<file path="src/hdl/slocfg_pkg.sv">
package slocfg_pkg;

	// Bus widths
	localparam int ADDR_W = 8;
	localparam int DATA_W = 32;
	localparam int LANES  = 4;

	// Register indices; byte address is four times the index
	localparam logic [5:0] IDX_LANE_POL  = 6'h17;
	localparam logic [5:0] IDX_DEEMPH0   = 6'h32;
	localparam logic [5:0] IDX_DEEMPH1   = 6'h33;
	localparam logic [5:0] IDX_DEEMPH2   = 6'h34;
	localparam logic [5:0] IDX_DEEMPH3   = 6'h35;
	localparam logic [5:0] IDX_SYNC_SEL  = 6'h36;
	localparam logic [5:0] IDX_STATUS    = 6'h3f;

	// Field positions and widths
	localparam int POL_LSB       = 0;
	localparam int POL_W         = 4;
	localparam int POL_RSV_LSB   = 4;
	localparam int POL_RSV_W     = 3;
	localparam int DEEMPH_LSB    = 2;
	localparam int DEEMPH_W      = 6;
	localparam int SYNC_SEL_BIT  = 6;
	localparam int STAT_SYNC_BIT = 0;
	localparam int STAT_SEL_BIT  = 1;
	localparam int STAT_DIFF_BIT = 2;

	// Reset values
	localparam logic [7:0]  REG_RESET   = 8'h00;
	localparam logic [31:0] RDATA_RESET = 32'h0000_0000;

	// De-emphasis codes with a defined strength
	localparam logic [5:0] DE_CODE_0DB   = 6'h00;
	localparam logic [5:0] DE_CODE_1DB   = 6'h01;
	localparam logic [5:0] DE_CODE_2DB   = 6'h03;
	localparam logic [5:0] DE_CODE_4P1DB = 6'h07;
	localparam logic [5:0] DE_CODE_6P2DB = 6'h0f;

	typedef enum logic [2:0] {
		DE_NONE,
		DE_1DB,
		DE_2DB,
		DE_4P1DB,
		DE_6P2DB,
		DE_OTHER
	} slocfg_step_t;

	// One lane's driven state
	typedef struct packed {
		logic                tx_p;
		logic                tx_m;
		logic [DEEMPH_W-1:0] level;
		slocfg_step_t        step;
	} slocfg_lane_out_t;

	// Stored register fields
	typedef struct packed {
		logic [POL_W-1:0]                lane_invert_bits;
		logic [POL_RSV_W-1:0]            pol_rsv;
		logic [LANES-1:0][DEEMPH_W-1:0]  lane_deemphasis_level;
		logic                            single_ended_sync_select;
	} slocfg_regs_t;

	// Byte address of a register index
	function automatic logic [ADDR_W-1:0] reg_addr(input logic [5:0] idx);
		return {idx, 2'b00};
	endfunction : reg_addr

	// Maps a de-emphasis code to its strength
	function automatic slocfg_step_t decode_step(input logic [DEEMPH_W-1:0] code);
		slocfg_step_t s;
		s = DE_OTHER;
		if (code == DE_CODE_0DB) begin
			s = DE_NONE;
		end else if (code == DE_CODE_1DB) begin
			s = DE_1DB;
		end else if (code == DE_CODE_2DB) begin
			s = DE_2DB;
		end else if (code == DE_CODE_4P1DB) begin
			s = DE_4P1DB;
		end else if (code == DE_CODE_6P2DB) begin
			s = DE_6P2DB;
		end
		return s;
	endfunction : decode_step

endpackage : slocfg_pkg

</file>
<file path="src/hdl/slocfg_top.sv">
`timescale 1ns/1ns
module slocfg_top (
	input  wire logic                                       clk,
	input  wire logic                                       rst,
	input  wire logic                                       ce,
	input  wire logic                                       psel,
	input  wire logic                                       penable,
	input  wire logic                                       pwrite,
	input  wire logic [slocfg_pkg::ADDR_W-1:0]              paddr,
	input  wire logic [slocfg_pkg::DATA_W-1:0]              pwdata,
	output logic      [slocfg_pkg::DATA_W-1:0]              prdata,
	output logic                                            pready,
	output logic                                            pslverr,
	input  wire logic [slocfg_pkg::LANES-1:0]               lane_data,
	output slocfg_pkg::slocfg_lane_out_t [slocfg_pkg::LANES-1:0] lane_out,
	input  wire logic                                       sync_diff_p,
	input  wire logic                                       sync_diff_m,
	input  wire logic                                       general_purpose_pin_four,
	output logic                                            sync_req_n
);
	import slocfg_pkg::*;

	// All module state
	typedef struct packed {
		slocfg_regs_t        regs;
		logic                pready;
		logic                pslverr;
		logic [DATA_W-1:0]   prdata;
		logic                sync_req_n;
		logic                diff_level;
	} slocfg_state_t;

	slocfg_state_t state_q;
	slocfg_state_t state_d;

	// Bus phase terms
	logic setup_phase;
	logic access_done;
	logic addr_hit;
	logic [DATA_W-1:0] read_word;
	logic [5:0] idx;

	assign setup_phase = psel & ~penable;
	assign access_done = psel & penable & state_q.pready;
	assign idx         = paddr[ADDR_W-1:2];

	// Address decode and read data
	always_comb begin
		addr_hit  = 1'b1;
		read_word = '0;
		if (paddr[1:0] != 2'b00) begin
			addr_hit = 1'b0;
		end else if (idx == IDX_LANE_POL) begin
			// Invert bits are write-only and read as zero
			read_word[POL_RSV_LSB +: POL_RSV_W] = state_q.regs.pol_rsv;
		end else if (idx == IDX_DEEMPH0) begin
			read_word[DEEMPH_LSB +: DEEMPH_W] = state_q.regs.lane_deemphasis_level[0];
		end else if (idx == IDX_DEEMPH1) begin
			read_word[DEEMPH_LSB +: DEEMPH_W] = state_q.regs.lane_deemphasis_level[1];
		end else if (idx == IDX_DEEMPH2) begin
			read_word[DEEMPH_LSB +: DEEMPH_W] = state_q.regs.lane_deemphasis_level[2];
		end else if (idx == IDX_DEEMPH3) begin
			read_word[DEEMPH_LSB +: DEEMPH_W] = state_q.regs.lane_deemphasis_level[3];
		end else if (idx == IDX_SYNC_SEL) begin
			read_word[SYNC_SEL_BIT] = state_q.regs.single_ended_sync_select;
		end else if (idx == IDX_STATUS) begin
			read_word[STAT_SYNC_BIT] = state_q.sync_req_n;
			read_word[STAT_SEL_BIT]  = state_q.regs.single_ended_sync_select;
			read_word[STAT_DIFF_BIT] = state_q.diff_level;
		end else begin
			addr_hit = 1'b0;
		end
	end

	// Next state: bus answer, register writes, sync source mux
	always_comb begin
		state_d = state_q;

		// Answer is prepared in the setup cycle and held one access cycle
		if (setup_phase) begin
			state_d.pready  = 1'b1;
			state_d.pslverr = ~addr_hit;
			state_d.prdata  = pwrite ? RDATA_RESET : read_word;
		end else if (access_done) begin
			state_d.pready  = 1'b0;
			state_d.pslverr = 1'b0;
			state_d.prdata  = RDATA_RESET;
		end

		// Writes land at the completing access edge
		if (access_done && pwrite && addr_hit) begin
			if (idx == IDX_LANE_POL) begin
				state_d.regs.lane_invert_bits = pwdata[POL_LSB +: POL_W];
				state_d.regs.pol_rsv          = pwdata[POL_RSV_LSB +: POL_RSV_W];
			end else if (idx == IDX_DEEMPH0) begin
				state_d.regs.lane_deemphasis_level[0] = pwdata[DEEMPH_LSB +: DEEMPH_W];
			end else if (idx == IDX_DEEMPH1) begin
				state_d.regs.lane_deemphasis_level[1] = pwdata[DEEMPH_LSB +: DEEMPH_W];
			end else if (idx == IDX_DEEMPH2) begin
				state_d.regs.lane_deemphasis_level[2] = pwdata[DEEMPH_LSB +: DEEMPH_W];
			end else if (idx == IDX_DEEMPH3) begin
				state_d.regs.lane_deemphasis_level[3] = pwdata[DEEMPH_LSB +: DEEMPH_W];
			end else if (idx == IDX_SYNC_SEL) begin
				state_d.regs.single_ended_sync_select = pwdata[SYNC_SEL_BIT];
			end
		end

		// Differential receiver: equal legs keep the last decision
		if (!state_q.regs.single_ended_sync_select) begin
			if (sync_diff_p != sync_diff_m) begin
				state_d.diff_level = sync_diff_p;
			end
			state_d.sync_req_n = (sync_diff_p != sync_diff_m) ? sync_diff_p : state_q.diff_level;
		end else begin
			// Pair is not looked at while pin four is the source
			state_d.sync_req_n = general_purpose_pin_four;
		end
	end

	// State register
	always_ff @(posedge clk) begin
		if (rst) begin
			state_q <= '{regs: '0, pready: 1'b0, pslverr: 1'b0, prdata: RDATA_RESET,
			             sync_req_n: 1'b1, diff_level: 1'b1};
		end else if (ce) begin
			state_q <= state_d;
		end
	end

	// Lane output stages; invert bits map in reverse lane order
	for (genvar i = 0; i < LANES; i++) begin : g_lane
		slocfg_lane u_lane (
			.clk      (clk),
			.rst      (rst),
			.ce       (ce),
			.data     (lane_data[i]),
			.invert   (state_q.regs.lane_invert_bits[LANES-1-i]),
			.level    (state_q.regs.lane_deemphasis_level[i]),
			.lane_out (lane_out[i])
		);
	end

	// Outputs straight from flip-flops
	assign prdata     = state_q.prdata;
	assign pready     = state_q.pready;
	assign pslverr    = state_q.pslverr;
	assign sync_req_n = state_q.sync_req_n;

endmodule : slocfg_top

</file>
<file path="src/hdl/slocfg_lane.sv">
`timescale 1ns/1ns
module slocfg_lane (
	input  wire logic                             clk,
	input  wire logic                             rst,
	input  wire logic                             ce,
	input  wire logic                             data,
	input  wire logic                             invert,
	input  wire logic [slocfg_pkg::DEEMPH_W-1:0]  level,
	output slocfg_pkg::slocfg_lane_out_t          lane_out
);
	import slocfg_pkg::*;

	slocfg_lane_out_t state_q;
	slocfg_lane_out_t state_d;

	// Leg drive, with legs swapped when inverted, and strength decode
	always_comb begin
		state_d       = state_q;
		state_d.tx_p  = data ^ invert;
		state_d.tx_m  = ~(data ^ invert);
		state_d.level = level;
		state_d.step  = decode_step(level);
	end

	// State register
	always_ff @(posedge clk) begin
		if (rst) begin
			state_q <= '{tx_p: 1'b0, tx_m: 1'b1, level: '0, step: DE_NONE};
		end else if (ce) begin
			state_q <= state_d;
		end
	end

	assign lane_out = state_q;

endmodule : slocfg_lane

</file>
<file path="config.mk">
export PLATFORM = sky130hd
export DESIGN_NAME = slocfg_top
export DESIGN_NICKNAME = d
export VERILOG_FILES = /design/src/hdl/slocfg_pkg.sv /design/src/hdl/slocfg_top.sv /design/src/hdl/slocfg_lane.sv
export SDC_FILE = /design/constraint.sdc
export NUM_CORES = 1
export LEC_CHECK = 0
export BUFFER_PORTS_ARGS = -buffer_cell sky130_fd_sc_hd__buf_4
export CORE_ASPECT_RATIO = 1.5
export CORE_MARGIN = 1.5
export CORE_UTILIZATION = 40
export CTS_CLUSTER_DIAMETER = 40
export CTS_CLUSTER_SIZE = 14
export DETAILED_ROUTE_END_ITERATION = 12
export GPL_TIMING_DRIVEN = 0
export PLACE_DENSITY = 0.76
export SLEW_MARGIN = 15
export SYNTH_ARGS = -nofsm -noshare
export SYNTH_HDL_FRONTEND = slang
export SYNTH_SLANG_ARGS = --single-unit
</file>
<file path="constraint.sdc">
create_clock -name clk -period 5 [get_ports clk]
set_clock_uncertainty 0.15 [all_clocks]
set_input_delay 0.25 -clock clk [delete_from_list [all_inputs] [get_ports clk]]
set_output_delay 0.25 -clock clk [all_outputs]
set_load 0.02 [all_outputs]
</file>
After elaboration in Yosys (flattened, before gate mapping)
Cells that the tools add are included.
Widths: inputs -> output; s select.
{ "totals": {"regBits": 112, "input_bits": 53, "out_inout_bits": 79, "word_cells": 138} }
{ "classes": {"n_eq_ne": 24, "mux": 51, "bitwise": 19, "n_reduce_logical": 16} }
{ "ops": {"columns": ["operator", "n"], "rows": [
  ["$mux 34", 2],
  ["$mux 3", 20],
  ["$eq 6x6->1 const B", 6],
  ["$eq 6x1->1 const B", 4],
  ["$eq 6x2->1 const B", 4],
  ["$eq 6x3->1 const B", 4],
  ["$eq 6x4->1 const B", 4],
  ["$logic_not 6->1", 4],
  ["$mux 1", 19],
  ["$mux 6", 3],
  ["$mux 8", 2],
  ["$not 1->1", 12],
  ["$mux 2", 4],
  ["$reduce_and 8->1", 1],
  ["$reduce_and 7->1", 1],
  ["$eq 6x5->1 const B", 1],
  ["$reduce_and 6->1", 1],
  ["$reduce_and 5->1", 1],
  ["$mux 4", 1],
  ["$reduce_and 2->1", 2],
  ["$reduce_and 4->1", 1],
  ["$reduce_bool 2->1", 2],
  ["$xor 1x1->1", 4],
  ["$and 1x1->1", 3],
  ["other kinds (3)", 4]
]} }

Logic depth before layout (Yosys ltp)
Gate-level depths: netlist of the first run.
{ "depth": {"depth_word": 11, "mapped_depth": 7} }

Cells and area by module
Synthesis of the first run repeated with hierarchy kept, for this count alone.
{ "hier_totals": {"cells_unflattened": 444, "area_unflattened_um2": 4176.5} }
{ "by_module_without_submodules": {"columns": ["module", "n_inst", "cells_per_inst", "area_each_um2"], "rows": [
  ["slocfg_top", 1, 268, 2479.9],
  ["slocfg_lane", 4, 44, 424.2]
]} }

Worst setup path before layout of the first run
No wires, ideal clock.
{ "synth_timing": {"kind": "register -> register", "from": "register state_q (netlist bit pready)", "to": "register state_q[60] (netlist bit)", "arrival_time_ps": 1680, "required_time_ps": 4718, "setup_slack_ps": 3038, "path_stages_with_launch": 6, "n_path_buf": 1, "synth_period_minus_slack_ps": 1962, "path_cell_list": "dfxtp_1 nand4_1 or4_4 buf_6 o21ai_0 a21oi_1"} }
{ "synth_via": {"elab_chain_len": 4} }
{ "synth_rtl": {"columns": ["element", "line", "text"], "rows": [
  ["start: declaration", "slocfg_top.sv:33", "slocfg_state_t state_q;"],
  ["start signal: assignment", "slocfg_top.sv:123", "state_q <= '{regs: '0, pready: 1'b0, pslverr: 1'b0, prdata: RDATA_RESET,"],
  ["start signal: assignment", "slocfg_top.sv:126", "state_q <= state_d;"],
  ["$and 1x1->1", "slocfg_top.sv:44", "assign access_done = psel & penable & state_q.pready;"],
  ["$logic_and 1x1->1 (2 in a row)", "slocfg_top.sv:91", "if (access_done && pwrite && addr_hit) begin"],
  ["$reduce_and 7->1 (no line)", null, null]
]} }
No other way between the ends.
A chain may end at the register's enable or synchronous reset.

Final worst setup path of the first run
Ends and elaborated chain as after synthesis.

==> results.txt, run 1 <==
The flow ran to the end, and the final reports show no timing, DRC or antenna violations. Leaving out fill and tap cells, the most frequent cell in the layout is sky130_fd_sc_hd__buf_4. The finished layout holds 708 standard cells, fillers aside. The violation count after the first detailed-route iteration is 270. The horizontal die dimension came out at 86.23 um.

The minimum setup slack among reg-to-reg paths came out at 3.00 ns. Based on the critical path, the design can be clocked at up to 498.9 MHz. The count of final hold-check violations came out at 0. The final-report setup violation count came out at 0. The pre-antenna-repair detailed-routing pass consisted of 5 iterations. The post-layout worst setup margin is 2.996 ns. The last weighted congestion value of the routability-driven placer is 0.8871. The relative area change from synthesis to final layout came out at 27.42%. The first global-routing pass estimated 19230 um of wire. The worst-case IR drop observed on VDD is 166.7 uV. The total via count in the routed design came out at 3961.

The number of instances in the placed design is 692. TritonCTS built the clock tree. The wire length reported by the detailed router is 12570 um. The floorplan step set the die height to 127.8 um. The combined area of all synthesized cells is 4156 um^2. The cell row count is 45.

The vias per cell came out at 5.595. The average instance in the mapped netlist occupies 8.806 um^2. The number of antenna violations at the first check in global routing is 0. The latest clock arrival within the worst-skew pair came out at 0.34 ns. The number of unique standard cell types used by synthesis came out at 46. STA puts the critical path data arrival time at 2.07 ns. Dividing the detail-routed wire length by the instance count gives 17.76 um. Across all hold checks on the routed design, the worst slack comes to 0.01054 ns. The kind of capture point of the worst setup path is a flop. The clock tree root buffer cell is sky130_fd_sc_hd__clkbuf_16.

The analysis attributes to cell leakage a power of 2.223 nW. The slew at the pin closest to its max-slew limit is 0.8580 ns. The die covers 11020 um^2. The number of hold buffers added after CTS was 0.

The setup TNS is 0 ns. The number of nets in the layout came out at 639. The number of pins exceeding their max-slew limit in the final report came out at 0. The worst register-to-register path begins at pready$_SDFFE_PP0P_. In the synthesized netlist the dominant register cell turns out to be sky130_fd_sc_hd__dfxtp_1. The flip-flop and latch count after synthesis came out at 88. The number of sinks driven by the clock tree came out at 88. The number of remaining DRC errors came out at 0. The number of cells on the worst reg-to-reg path is 5.

Timing analysis after detailed placement gives a worst setup slack of 2.814 ns. In this run the remaining antenna-violating nets after routing total 0. The power density normalized to cell area came out at 295.8 nW/um^2. Of the cells placed in the final design, the portion with a size suffix greater than 1 is 0.2420. TritonCTS created 9 clock buffers. The starting density of the core is 0.4101. The required time of the worst setup path came out at 5.06 ns. The detailed placement HPWL came out at 9468 um. Once the clock tree was built, the resizer swapped 0 gates to a different size. The post-synthesis instance total came out at 472. In this run the worst setup path begins at pready$_SDFFE_PP0P_. The post-synthesis async set-or-reset flop share is 0. The placeable core area is 10130 um^2.

In the finished design, the share of the clock period the worst path needs comes to 0.4008. 132 I/O pins were placed. In this run, synthesis inferred 0 flip-flops with an integrated enable. In the layout the commonest cells are sky130_fd_sc_hd__buf_4, sky130_fd_sc_hd__dfxtp_1, sky130_fd_sc_hd__nor2_1.

The highest net fanout along the worst path is 10. The part of the Yosys area used for sequential elements is 0.4238. The count of buffers added on input and output ports is 80.

The relative max-transition margin came out at 0.4280. Setup repair after global routing left no endpoint under its margin. Clock-pin slew was measured on the worst setup and hold paths at 0.07 ns. In this run the critical register-to-register path is captured at state_q[60]$_SDFFE_PP0P_. The critical path start-end classification is flop to flop.

The path class of the tightest hold or removal check is primary input to flop. Post-CTS timing repair inserted 0 buffers for setup. Max-cap violations in this run came to 0.

The post-route core utilization is 0.5226. The largest net degree at the start of global routing came out at 16. The kind of start point of the critical path is a flop. The worst setup path endpoint is state_q[60]$_SDFFE_PP0P_. The residual overflow from global routing is 0. During synthesis, Yosys emitted a total of 0 warnings. The repair_antennas step left the layout with diodes totalling 0. In the global route stage, overall resource usage came out at 0.2297.

The number of global-route vias before repair is 3643. The buffer levels on the longest clock path came out at 2. Subtracting the final worst setup slack from the clock period gives 2.004 ns. The H-tree was split into 3 levels.
==> kinds of logic after synthesis <==
group,count (synthesis),synth area share
and+or+nand+nor,143,0.1803
AOI/OAI and AO/OA,116,0.1776
DFF,88,0.4238
buffers and inverters,76,0.1045
muxes,38,0.09151
xor gates and xnor gates,9,0.01896
adders and majority gates,1,0.002408
other,1,0.0009022
==> Yosys cell counts, drive strengths merged, types with 2 or more instances <==
cell type / count / area share
a21oi: 39 / 0.047
a221oi: 4 / 0.0084
a311oi: 8 / 0.017
a32oi: 4 / 0.0084
buf: 40 / 0.072
clkbuf: 24 / 0.022
dfxtp: 88 / 0.42
inv: 12 / 0.011
mux2i: 38 / 0.092
nand2: 19 / 0.017
nand2b: 5 / 0.0075
nand3: 11 / 0.013
nand4: 24 / 0.036
nand4bb: 2 / 0.0054
nor2: 53 / 0.048
nor3: 9 / 0.011
nor4: 2 / 0.0081
o2111ai: 4 / 0.0084
o211a: 2 / 0.0048
o21a: 4 / 0.0072
o21ai: 29 / 0.035
o31ai: 12 / 0.022
o32ai: 5 / 0.011
o41ai: 2 / 0.0042
or2: 2 / 0.0030
or3: 4 / 0.0060
or3b: 2 / 0.0042
or4: 5 / 0.0099
xnor2: 5 / 0.011
xor2: 4 / 0.0084
==> how the worst min path moves through the flow <==
stage                                                     startpoint                                         end  slack [ns]  depth (start not counted)
final                                                      pwdata[1]                    state_q[65]$_SDFFE_PP0P_        0.01                          3
after global routing                                       pwdata[1]                    state_q[65]$_SDFFE_PP0P_        0.03                          3
after CTS                                                  pwdata[1]                    state_q[65]$_SDFFE_PP0P_       0.004                          3
after detailed placement  g_lane[3].u_lane.lane_out[10]$_SDFFE_PP0P_  g_lane[3].u_lane.lane_out[10]$_SDFFE_PP0P_        0.29                          1
after global placement    g_lane[0].u_lane.lane_out[10]$_SDFFE_PP0P_  g_lane[0].u_lane.lane_out[10]$_SDFFE_PP0P_        0.29                          1
after floorplan                                            pwdata[6]                    state_q[63]$_SDFFE_PP0P_        0.25                          2
==> final cells by class <==
cell class,count,area [um^2]
fill,961,4838
tap,117,146.4
multi-input combinational,331,2047
buffer,64,389.1
sequential,88,1762
clock inverter,6,67.56
timing repair buffer,80,600.6
clock buffer,10,239.0
inverter,12,45.04
==> layer usage <==
metal,GRT usage,share of wire,up-vias
met2,0.4044,0.51,158
met5,0,0,-
met1,0.2738,0.40,1882
li1,-,-,1898
met4,0.09298,0.030,0
met3,0.03992,0.062,23
==> power by group <==
part / switching (mW) / internal (mW) / leakage [nW]
combinational: 0.0982 / 0.0610 / 1.37
sequential: 0.00585 / 0.710 / 0.713
clock: 0.289 / 0.403 / 0.145
total: 0.393 / 1.17 / 2.22
==> worst max-delay path, stage by stage, from the launching register on <==
cell                      delay (ns)
sky130_fd_sc_hd__dfxtp_1        0.38
sky130_fd_sc_hd__nand4_1        0.31
sky130_fd_sc_hd__or4_4          0.63
sky130_fd_sc_hd__buf_6          0.16
sky130_fd_sc_hd__o21ai_0        0.17
sky130_fd_sc_hd__a21oi_1        0.09
==> through the flow <==
stage / power [mW] / instance area, um^2
floorplan: 0.8294 / 4243
CTS: 1.573 / 5296
finish: 1.567 / 5296
global route: 1.613 / 5296
global placement: 0.8875 / 4990
detailed placement: 0.8902 / 4990
==> flip-flops by register name (all words and copies together), names as in the netlist <==
signal                  cells
g_lane.u_lane.lane_out     44
prdata                      8
pready                      1
pslverr                     1
state_q                    33
sync_req_n                  1
No activity file was read; power rests on OpenSTA's default activity.
==> inputs of run 2 (changes only) <==
Clock period 5 ns to 2.05 ns, I/O delays scaled along.
==> results.txt, run 2 (synthesis results as in run 1) <==
The power density normalized to cell area is 704.5 nW/um^2 (+140%). The number of pins exceeding their max-slew limit in the final report was 0 (unchanged). The number of buffers and inverters on the critical path is 4 (+3). The residual overflow from global routing came out at 0 (unchanged).

The number of nets in the layout came out at 655 (+2.5%). The filler-free cell count of the finished design came out at 724 (+2.3%). The detailed placement HPWL is 9468 um (unchanged). The relative max-transition margin came to 0.4351 (+0.007045). The setup path with the least slack is of type primary input to flop. The count of nets left with antenna violations after detail routing was 0 (unchanged). The TritonCTS clock tree is yes. The relative area change from synthesis to final layout is 31.34%. The number of top-level pins came out at 132 (unchanged). STA classifies the critical path endpoint as a flop. Setup repair after global routing left no endpoint under its margin. The maximum clock frequency came out at 519.5 MHz. The number of sinks driven by the clock tree is 88 (unchanged). The number of remaining DRC errors is 0 (unchanged). The number of antenna violations at the first check in global routing came out at 0 (unchanged). The placeable core area came out at 10130 um^2 (unchanged). The number of optimization iterations in the first detailed-route pass came to 4 (-1). The H-tree depth was 3 (unchanged). The peak ir drop on the vdd network is 411.3 uV (+150%). The post-placement setup slack is 0.01187 ns (-2.802 ns). The vias per cell is 5.528 (-1.2%). The worst hold margin was 0.001960 ns (-0.008582 ns). The cell type of the slowest stage on the worst timing path is sky130_fd_sc_hd__or4_4. The cell row count came out at 45 (unchanged). The tree is rooted in a sky130_fd_sc_hd__clkbuf_16.

In this run the worst hold path is classified as primary input to flop. The required time of the worst setup path came out at 2.11 ns (-2.95 ns). The most common cell after layout, fill and taps aside is sky130_fd_sc_hd__buf_4. The latest clock arrival within the worst-skew pair was 0.34 ns (about the same). The number of flip-flops under the largest register name came out at 44 (unchanged). Broken down by cell family, the worst path's largest delay share belongs to buffers and inverters. The setup TNS is 0 ns (unchanged).

The slew at the pin closest to its max-slew limit came out at 0.8474 ns (-0.01057 ns). The die outline area came to 11020 um^2 (unchanged). The critical path data arrival time is 1.99 ns (-0.08 ns). The number of instances in the placed design came to 692 (unchanged).

The met1 routed wirelength after detailed routing was 5232 um (+4.3%). The final-report setup violation count came to 0 (unchanged). The clock buffer count from CTS is 9 (unchanged). The count of final hold-check violations is 0 (unchanged). The count of fill cells added during filler insertion came out at 949 (-1.2%). The buffer levels on the longest clock path came out at 2 (unchanged). STA classifies the critical path startpoint as a primary input. The global routing usage summed across all routing layers came to 0.2371 (+0.007371). The flow ran to the end, and the final reports show no timing, DRC or antenna violations. The count of input and output buffers came out at 80 (unchanged). The global-route wire length before repair is 19860 um (+3.3%). The starting density of the core came out at 0.4101 (unchanged). The critical path goes through dlygate4sd3_1 -> buf_4 -> nand4_1 -> buf_4 -> or4_4 -> buf_6 -> o21ai_0 -> a21oi_1. The number of max-cap violations is 0 (unchanged).

The highest net fanout along the worst path came out at 10 (unchanged). The floorplan die height was 127.8 um (unchanged). The post-layout minimum cycle time came out at 1.925 ns. The share of the clock period used by the worst path after layout came out at 0.9389.

The wire length reported by the detailed router came to 13050 um (+3.8%). In the layout the commonest cells are sky130_fd_sc_hd__buf_4, sky130_fd_sc_hd__dfxtp_1, sky130_fd_sc_hd__nor2_1. The last weighted congestion value of the routability-driven placer is 0.8871 (unchanged). The horizontal die dimension is 86.23 um (unchanged). The average wire per standard cell came out at 18.02 um (+1.5%).

The total via count in the routed design came out at 4002 (+1.0%). The number of global-route vias before repair came out at 3817 (+4.8%). The longest individual stage delay on the worst path is 0.53 ns (-0.10 ns). The clock-pin slew on the worst setup and hold paths is 0.07 ns (about the same). The routed length on met2 came to 6749 um (+5.4%). The post-layout worst setup margin is 0.1252 ns (-2.871 ns).

The top layer used by detailed routing is met4. The number of diodes added for antenna fixing came out at 0 (unchanged). In this design, the critical path's most frequently occurring cell is sky130_fd_sc_hd__buf_4.

The share of layout cells above drive strength 1 came out at 0.2372 (-0.004730). The length of routed met3 wiring came out at 745 um (-4.9%). The violation count after the first detailed-route iteration came to 275 (+1.9%). The largest net degree at the start of global routing came out at 16 (unchanged).

The standby leakage power came out at 2.290 nW (+3.0%).
run 2: changes by cell type in the layout (fill, tap and decap cells not counted):
cell                            before  now
sky130_fd_sc_hd__buf_4             112  113
sky130_fd_sc_hd__dlygate4sd3_1       0   15
sky130_fd_sc_hd__nor2_2              1    0
sky130_fd_sc_hd__nor2_4              0    1
run 2: per-stage QoR:
stage	utilization	cell area, um^2	total power, mW
CTS	0.5374	5446	3.860
global placement	0.4923	4990	2.165
detailed placement	0.4923	4990	2.171
finish	0.5386	5459	3.846
floorplan	-	4243	2.023
global route	0.5386	5459	3.963
run 2: area by class of cell:
cell class / count / area [um^2] / share of cell area
buffer: 64 / 389.1 / 0.07128
clock buffer: 10 / 239.0 / 0.04378
clock inverter: 6 / 67.56 / 0.01238
inverter: 12 / 45.04 / 0.008251
multi-input combinational: 331 / 2052 / 0.3759
sequential: 88 / 1762 / 0.3227
tap: 117 / 146.4 / 0.02682
timing repair buffer: 96 / 758.2 / 0.1389
run 2: repair_timing:
action | 4_1_cts | 5_1_grt
hold buffers | 15 | 0
resized for setup | 0 | 1
hold endpoints to repair | 38 | 0
endpoints found under the setup margin | 0 | 28
setup buffers | 0 | 1
run 2: routing by layer:
layer,vias to the layer above,global-route usage
met5,-,0
met4,0,0.1015
met3,20,0.04379
met2,132,0.4215
met1,1916,0.2750
li1,1934,-
run 2: path summary, 6_finish.rpt:
check	cells after the start	startpoint	slack, ns	end
setup reg to reg	6	pready$_SDFFE_PP0P_	0.14	state_q[60]$_SDFFE_PP0P_
setup / recovery	8	psel	0.13	state_q[60]$_SDFFE_PP0P_
hold / removal	3	sync_diff_m	0.002	state_q[0]$_SDFFE_PP1P_
hold reg to reg	1	g_lane[3].u_lane.lane_out[10]$_SDFFE_PP0P_	0.31	g_lane[3].u_lane.lane_out[10]$_SDFFE_PP0P_
run 2: power by group:
part	switching (mW)	internal (mW)
sequential	0.0146	1.73
combinational	0.248	0.168
clock	0.702	0.982
run 2: worst register-to-register path: stages (launching register included):
cell and delay [ns]:
sky130_fd_sc_hd__dfxtp_1 0.38, sky130_fd_sc_hd__nand4_1 0.12, sky130_fd_sc_hd__buf_4 0.19, sky130_fd_sc_hd__or4_4 0.53
sky130_fd_sc_hd__buf_6 0.16, sky130_fd_sc_hd__o21ai_0 0.17, sky130_fd_sc_hd__a21oi_1 0.09
==> inputs of run 3 (changes only) <==
Settings changed: SETUP_SLACK_MARGIN set to 0.3.
==> results.txt, run 3 (synthesis results as in run 1) <==
The flow ran to the end, and the final reports show no timing, DRC or antenna violations. The last weighted congestion value of the routability-driven placer came to 0.9089 (+2.5%). The placeable core area came out at 10130 um^2 (unchanged). The share of layout cells above drive strength 1 came to 0.2562 (+0.01893). Setup repair after global routing could not meet its margin everywhere. The most critical setup path has its startpoint at paddr[1]. The clock buffer count from CTS came out at 9 (unchanged). The wire length reported by the detailed router came out at 13260 um (+1.6%). The number of top-level pins is 132 (unchanged). The number of sinks driven by the clock tree came out at 88 (unchanged). The slew at the pin closest to its max-slew limit is 0.7901 ns (-0.05732 ns). The switching power was 0.9350 mW (-3.0%). The clock tree root buffer cell is sky130_fd_sc_hd__clkbuf_16. The worst min-delay path endpoint is prdata[6]$_SDFFE_PP0P_.

The detailed placement HPWL was 9614 um (+1.5%). The global-route wire length before repair came out at 20110 um (+1.3%). The global routing usage summed across all routing layers came out at 0.2378 (+0.0007722). The minimum setup slack among reg-to-reg paths is 0.34 ns (+0.20 ns). The combinational group share of total power came out at 0.113 (+0.005).

The number of nets in the layout came out at 657 (+0.31%). The post-route core utilization came to 0.5442 (+0.005556). The critical path data arrival time is 1.79 ns (-0.20 ns). The number of antenna violations at the first check in global routing came to 0 (unchanged).

The clock-pin slew on the worst setup and hold paths came to 0.07 ns (about the same). The number of pins exceeding their max-slew limit in the final report is 0 (unchanged). The largest individual stage delay along the critical path comes from the cell sky130_fd_sc_hd__or4_4. STA classifies the critical path endpoint as a flop. The worst setup path is launched from a primary input.

The longest individual stage delay on the worst path came out at 0.56 ns (+0.03 ns). In the layout the commonest cells are sky130_fd_sc_hd__buf_4, sky130_fd_sc_hd__dfxtp_1, sky130_fd_sc_hd__nor2_1. The count of input and output buffers was 80 (unchanged).

The tightest min-delay check is of the primary input to flop type. The cell family with the largest share of critical-path delay is simple AND/OR/NAND/NOR gates. The relative max-transition margin came out at 0.4677 (+0.03265). The number of remaining DRC errors came out at 0 (unchanged). The maximum clock frequency came out at 580.5 MHz (+12%). The number of flip-flops under the largest register name came to 44 (unchanged). The cell count of the worst hold path came out at 4 (+1).

The internal power summed over all cells came to 2.790 mW (-3.2%). The largest net degree at the start of global routing is 15 (-1). The post-layout minimum cycle time came to 1.723 ns (-0.2021 ns).

The required time of the worst setup path was 2.11 ns (about the same). The post-route standard cell area excluding fillers came to 5515 um^2 (+1.0%). The vias per cell is 5.594 (+1.2%). The number of global-route vias before repair came out at 3934 (+3.1%). The area growth from synthesis to layout is 32.69%. The critical path goes through buf_4 -> or3b_1 -> clkbuf_1 -> or4_4 -> buf_8 -> o21ai_1 -> a21oi_1. The number of optimization iterations in the first detailed-route pass came out at 4 (unchanged). The die outline area is 11020 um^2 (unchanged). The count of final hold-check violations was 0 (unchanged).

The length of routed met3 wiring came out at 749 um (+0.54%). The number of instances in the placed design came out at 692 (unchanged). The proportion of power drawn by flip-flops and latches came out at 0.469 (+0.015). The average wire per standard cell is 18.26 um (+1.3%). The net switching fraction of the power came out at 0.2510 (+0.0003827).

The residual overflow from global routing came to 0 (unchanged). The latest clock arrival within the worst-skew pair is 0.34 ns (about the same). The count of nets left with antenna violations after detail routing was 0 (unchanged). The filler-free cell count of the finished design came out at 726 (+0.28%). The final-report setup violation count came out at 0 (unchanged). The share of power burned in the clock network is 0.418 (-0.020). The standby leakage power is 2.327 nW (+1.6%). The H-tree depth is 3 (unchanged). The power density normalized to cell area came out at 675.3 nW/um^2 (-4.1%).

The setup path with the least slack is of type primary input to flop. The share of the clock period used by the worst path after layout is 0.8404 (-0.09856). The library cell used most frequently in the layout, excluding fill and tap cells, is sky130_fd_sc_hd__buf_4. The placed cell area is 4995 um^2 (+0.10%).

The cell row count is 45 (unchanged). The horizontal die dimension came out at 86.23 um (unchanged). The violation count after the first detailed-route iteration is 281 (+2.2%). The number of buffers and inverters on the critical path came to 3 (-1). The total power after layout is 3.725 mW (-3.1%). The highest net fanout along the worst path is 10 (unchanged).

The number of max-cap violations is 0 (unchanged). The met1 routed wirelength after detailed routing came out at 5351 um (+2.3%). The cell count of the worst reg-to-reg path came out at 6 (unchanged). TritonCTS built the clock tree. The starting density of the core is 0.4101 (unchanged). In this run the critical register-to-register path is launched from pready$_SDFFE_PP0P_. The number of diodes added for antenna fixing came out at 0 (unchanged). The total via count in the routed design came to 4061 (+1.5%). The startpoint identified for the worst hold timing path is paddr[3]. The routed length on met2 was 6621 um (-1.9%).

The floorplan die height came out at 127.8 um (unchanged). The peak ir drop on the vdd network came out at 379.4 uV (-7.7%). The buffer levels on the longest clock path came out at 2 (unchanged). In this run the top signal layer used is met4.

In this run the critical register-to-register path is captured at state_q[52]$_SDFFE_PP0P_. The worst hold margin came out at 0.004872 ns (+0.002913 ns).
[run 3: cell types whose count changed in the layout (fill, tap and decap cells not counted), sizes merged]
cell / delta
bufinv: -1
buf: +2
inv: -1
clkbuf: +3
dlygate4sd3: -1
[run 3: timing repair]
action                                  CTS  global route
endpoints found under the hold margin    36             0
gates resized for setup                   3            21
setup buffers                             1             3
pin swaps                                 1             1
endpoints found under the setup margin   31            48
hold buffers                             14             0
[run 3: per-stage QoR]
| stage | setup TNS, ns | setup WS, ns |
|---|---|---|
| 2_1_floorplan | 0 | 0.2351 |
| 3_3_place_gp | 0 | 0.06012 |
| 3_5_place_dp | -0.07073 | -0.07073 |
| 4_1_cts | 0 | 0.2872 |
| 5_1_grt | 0 | 0.2588 |
| 6_report | 0 | 0.3272 |
[run 3: area by class of cell]
class                           instances  area (um^2)
Clock inverter                          4        28.78
Clock buffer                           12        256.5
Timing Repair Buffer                   98        774.5
Multi-Input combinational cell        331         2090
Sequential cell                        88         1763
Fill cell                             924         4619
Buffer                                 64        411.6
Tap cell                              117        146.4
Inverter                               12        45.04
[run 3: metal layers]
metal	up-vias	GRT usage
met2	148	0.4071
met1	1947	0.2733
met3	31	0.04250
met5	-	0
li1	1935	-
met4	0	0.1423
[run 3: power by group through the flow]
| stage | clock network [mW] | logic [mW] | registers [mW] |
|---|---|---|---|
| final | 1.56 | 0.421 | 1.75 |
| after floorplan | 0 | 0.215 | 1.81 |
| after CTS | 1.57 | 0.410 | 1.75 |
| after detailed placement | 0 | 0.387 | 1.79 |
| after global placement | 0 | 0.381 | 1.78 |
| after global routing | 1.65 | 0.449 | 1.75 |
[run 3: worst reg2reg max path, stage by stage, from the launching register on]
cell and delay (ns):
sky130_fd_sc_hd__dfxtp_2 0.34, sky130_fd_sc_hd__nand4_1 0.10, sky130_fd_sc_hd__buf_6 0.16, sky130_fd_sc_hd__or4_4 0.45, sky130_fd_sc_hd__buf_8 0.16, sky130_fd_sc_hd__o21ai_1 0.15
sky130_fd_sc_hd__a21oi_1 0.08
[run 3: how the worst max path moves through the flow]
| stage | end | slack, ns | cells past startpoint |
|---|---|---|---|
| final | state_q[52]$_SDFFE_PP0P_ | 0.33 | 7 |
| after global routing | prdata[5]$_SDFFE_PP0P_ | 0.26 | 6 |
| after CTS | state_q[64]$_SDFFE_PP0P_ | 0.29 | 5 |
| after detailed placement | pslverr$_SDFFE_PP0P_ | -0.07 | 5 |
| after global placement | pslverr$_SDFFE_PP0P_ | 0.06 | 5 |
| after floorplan | state_q[60]$_SDFFE_PP0P_ | 0.24 | 7 |
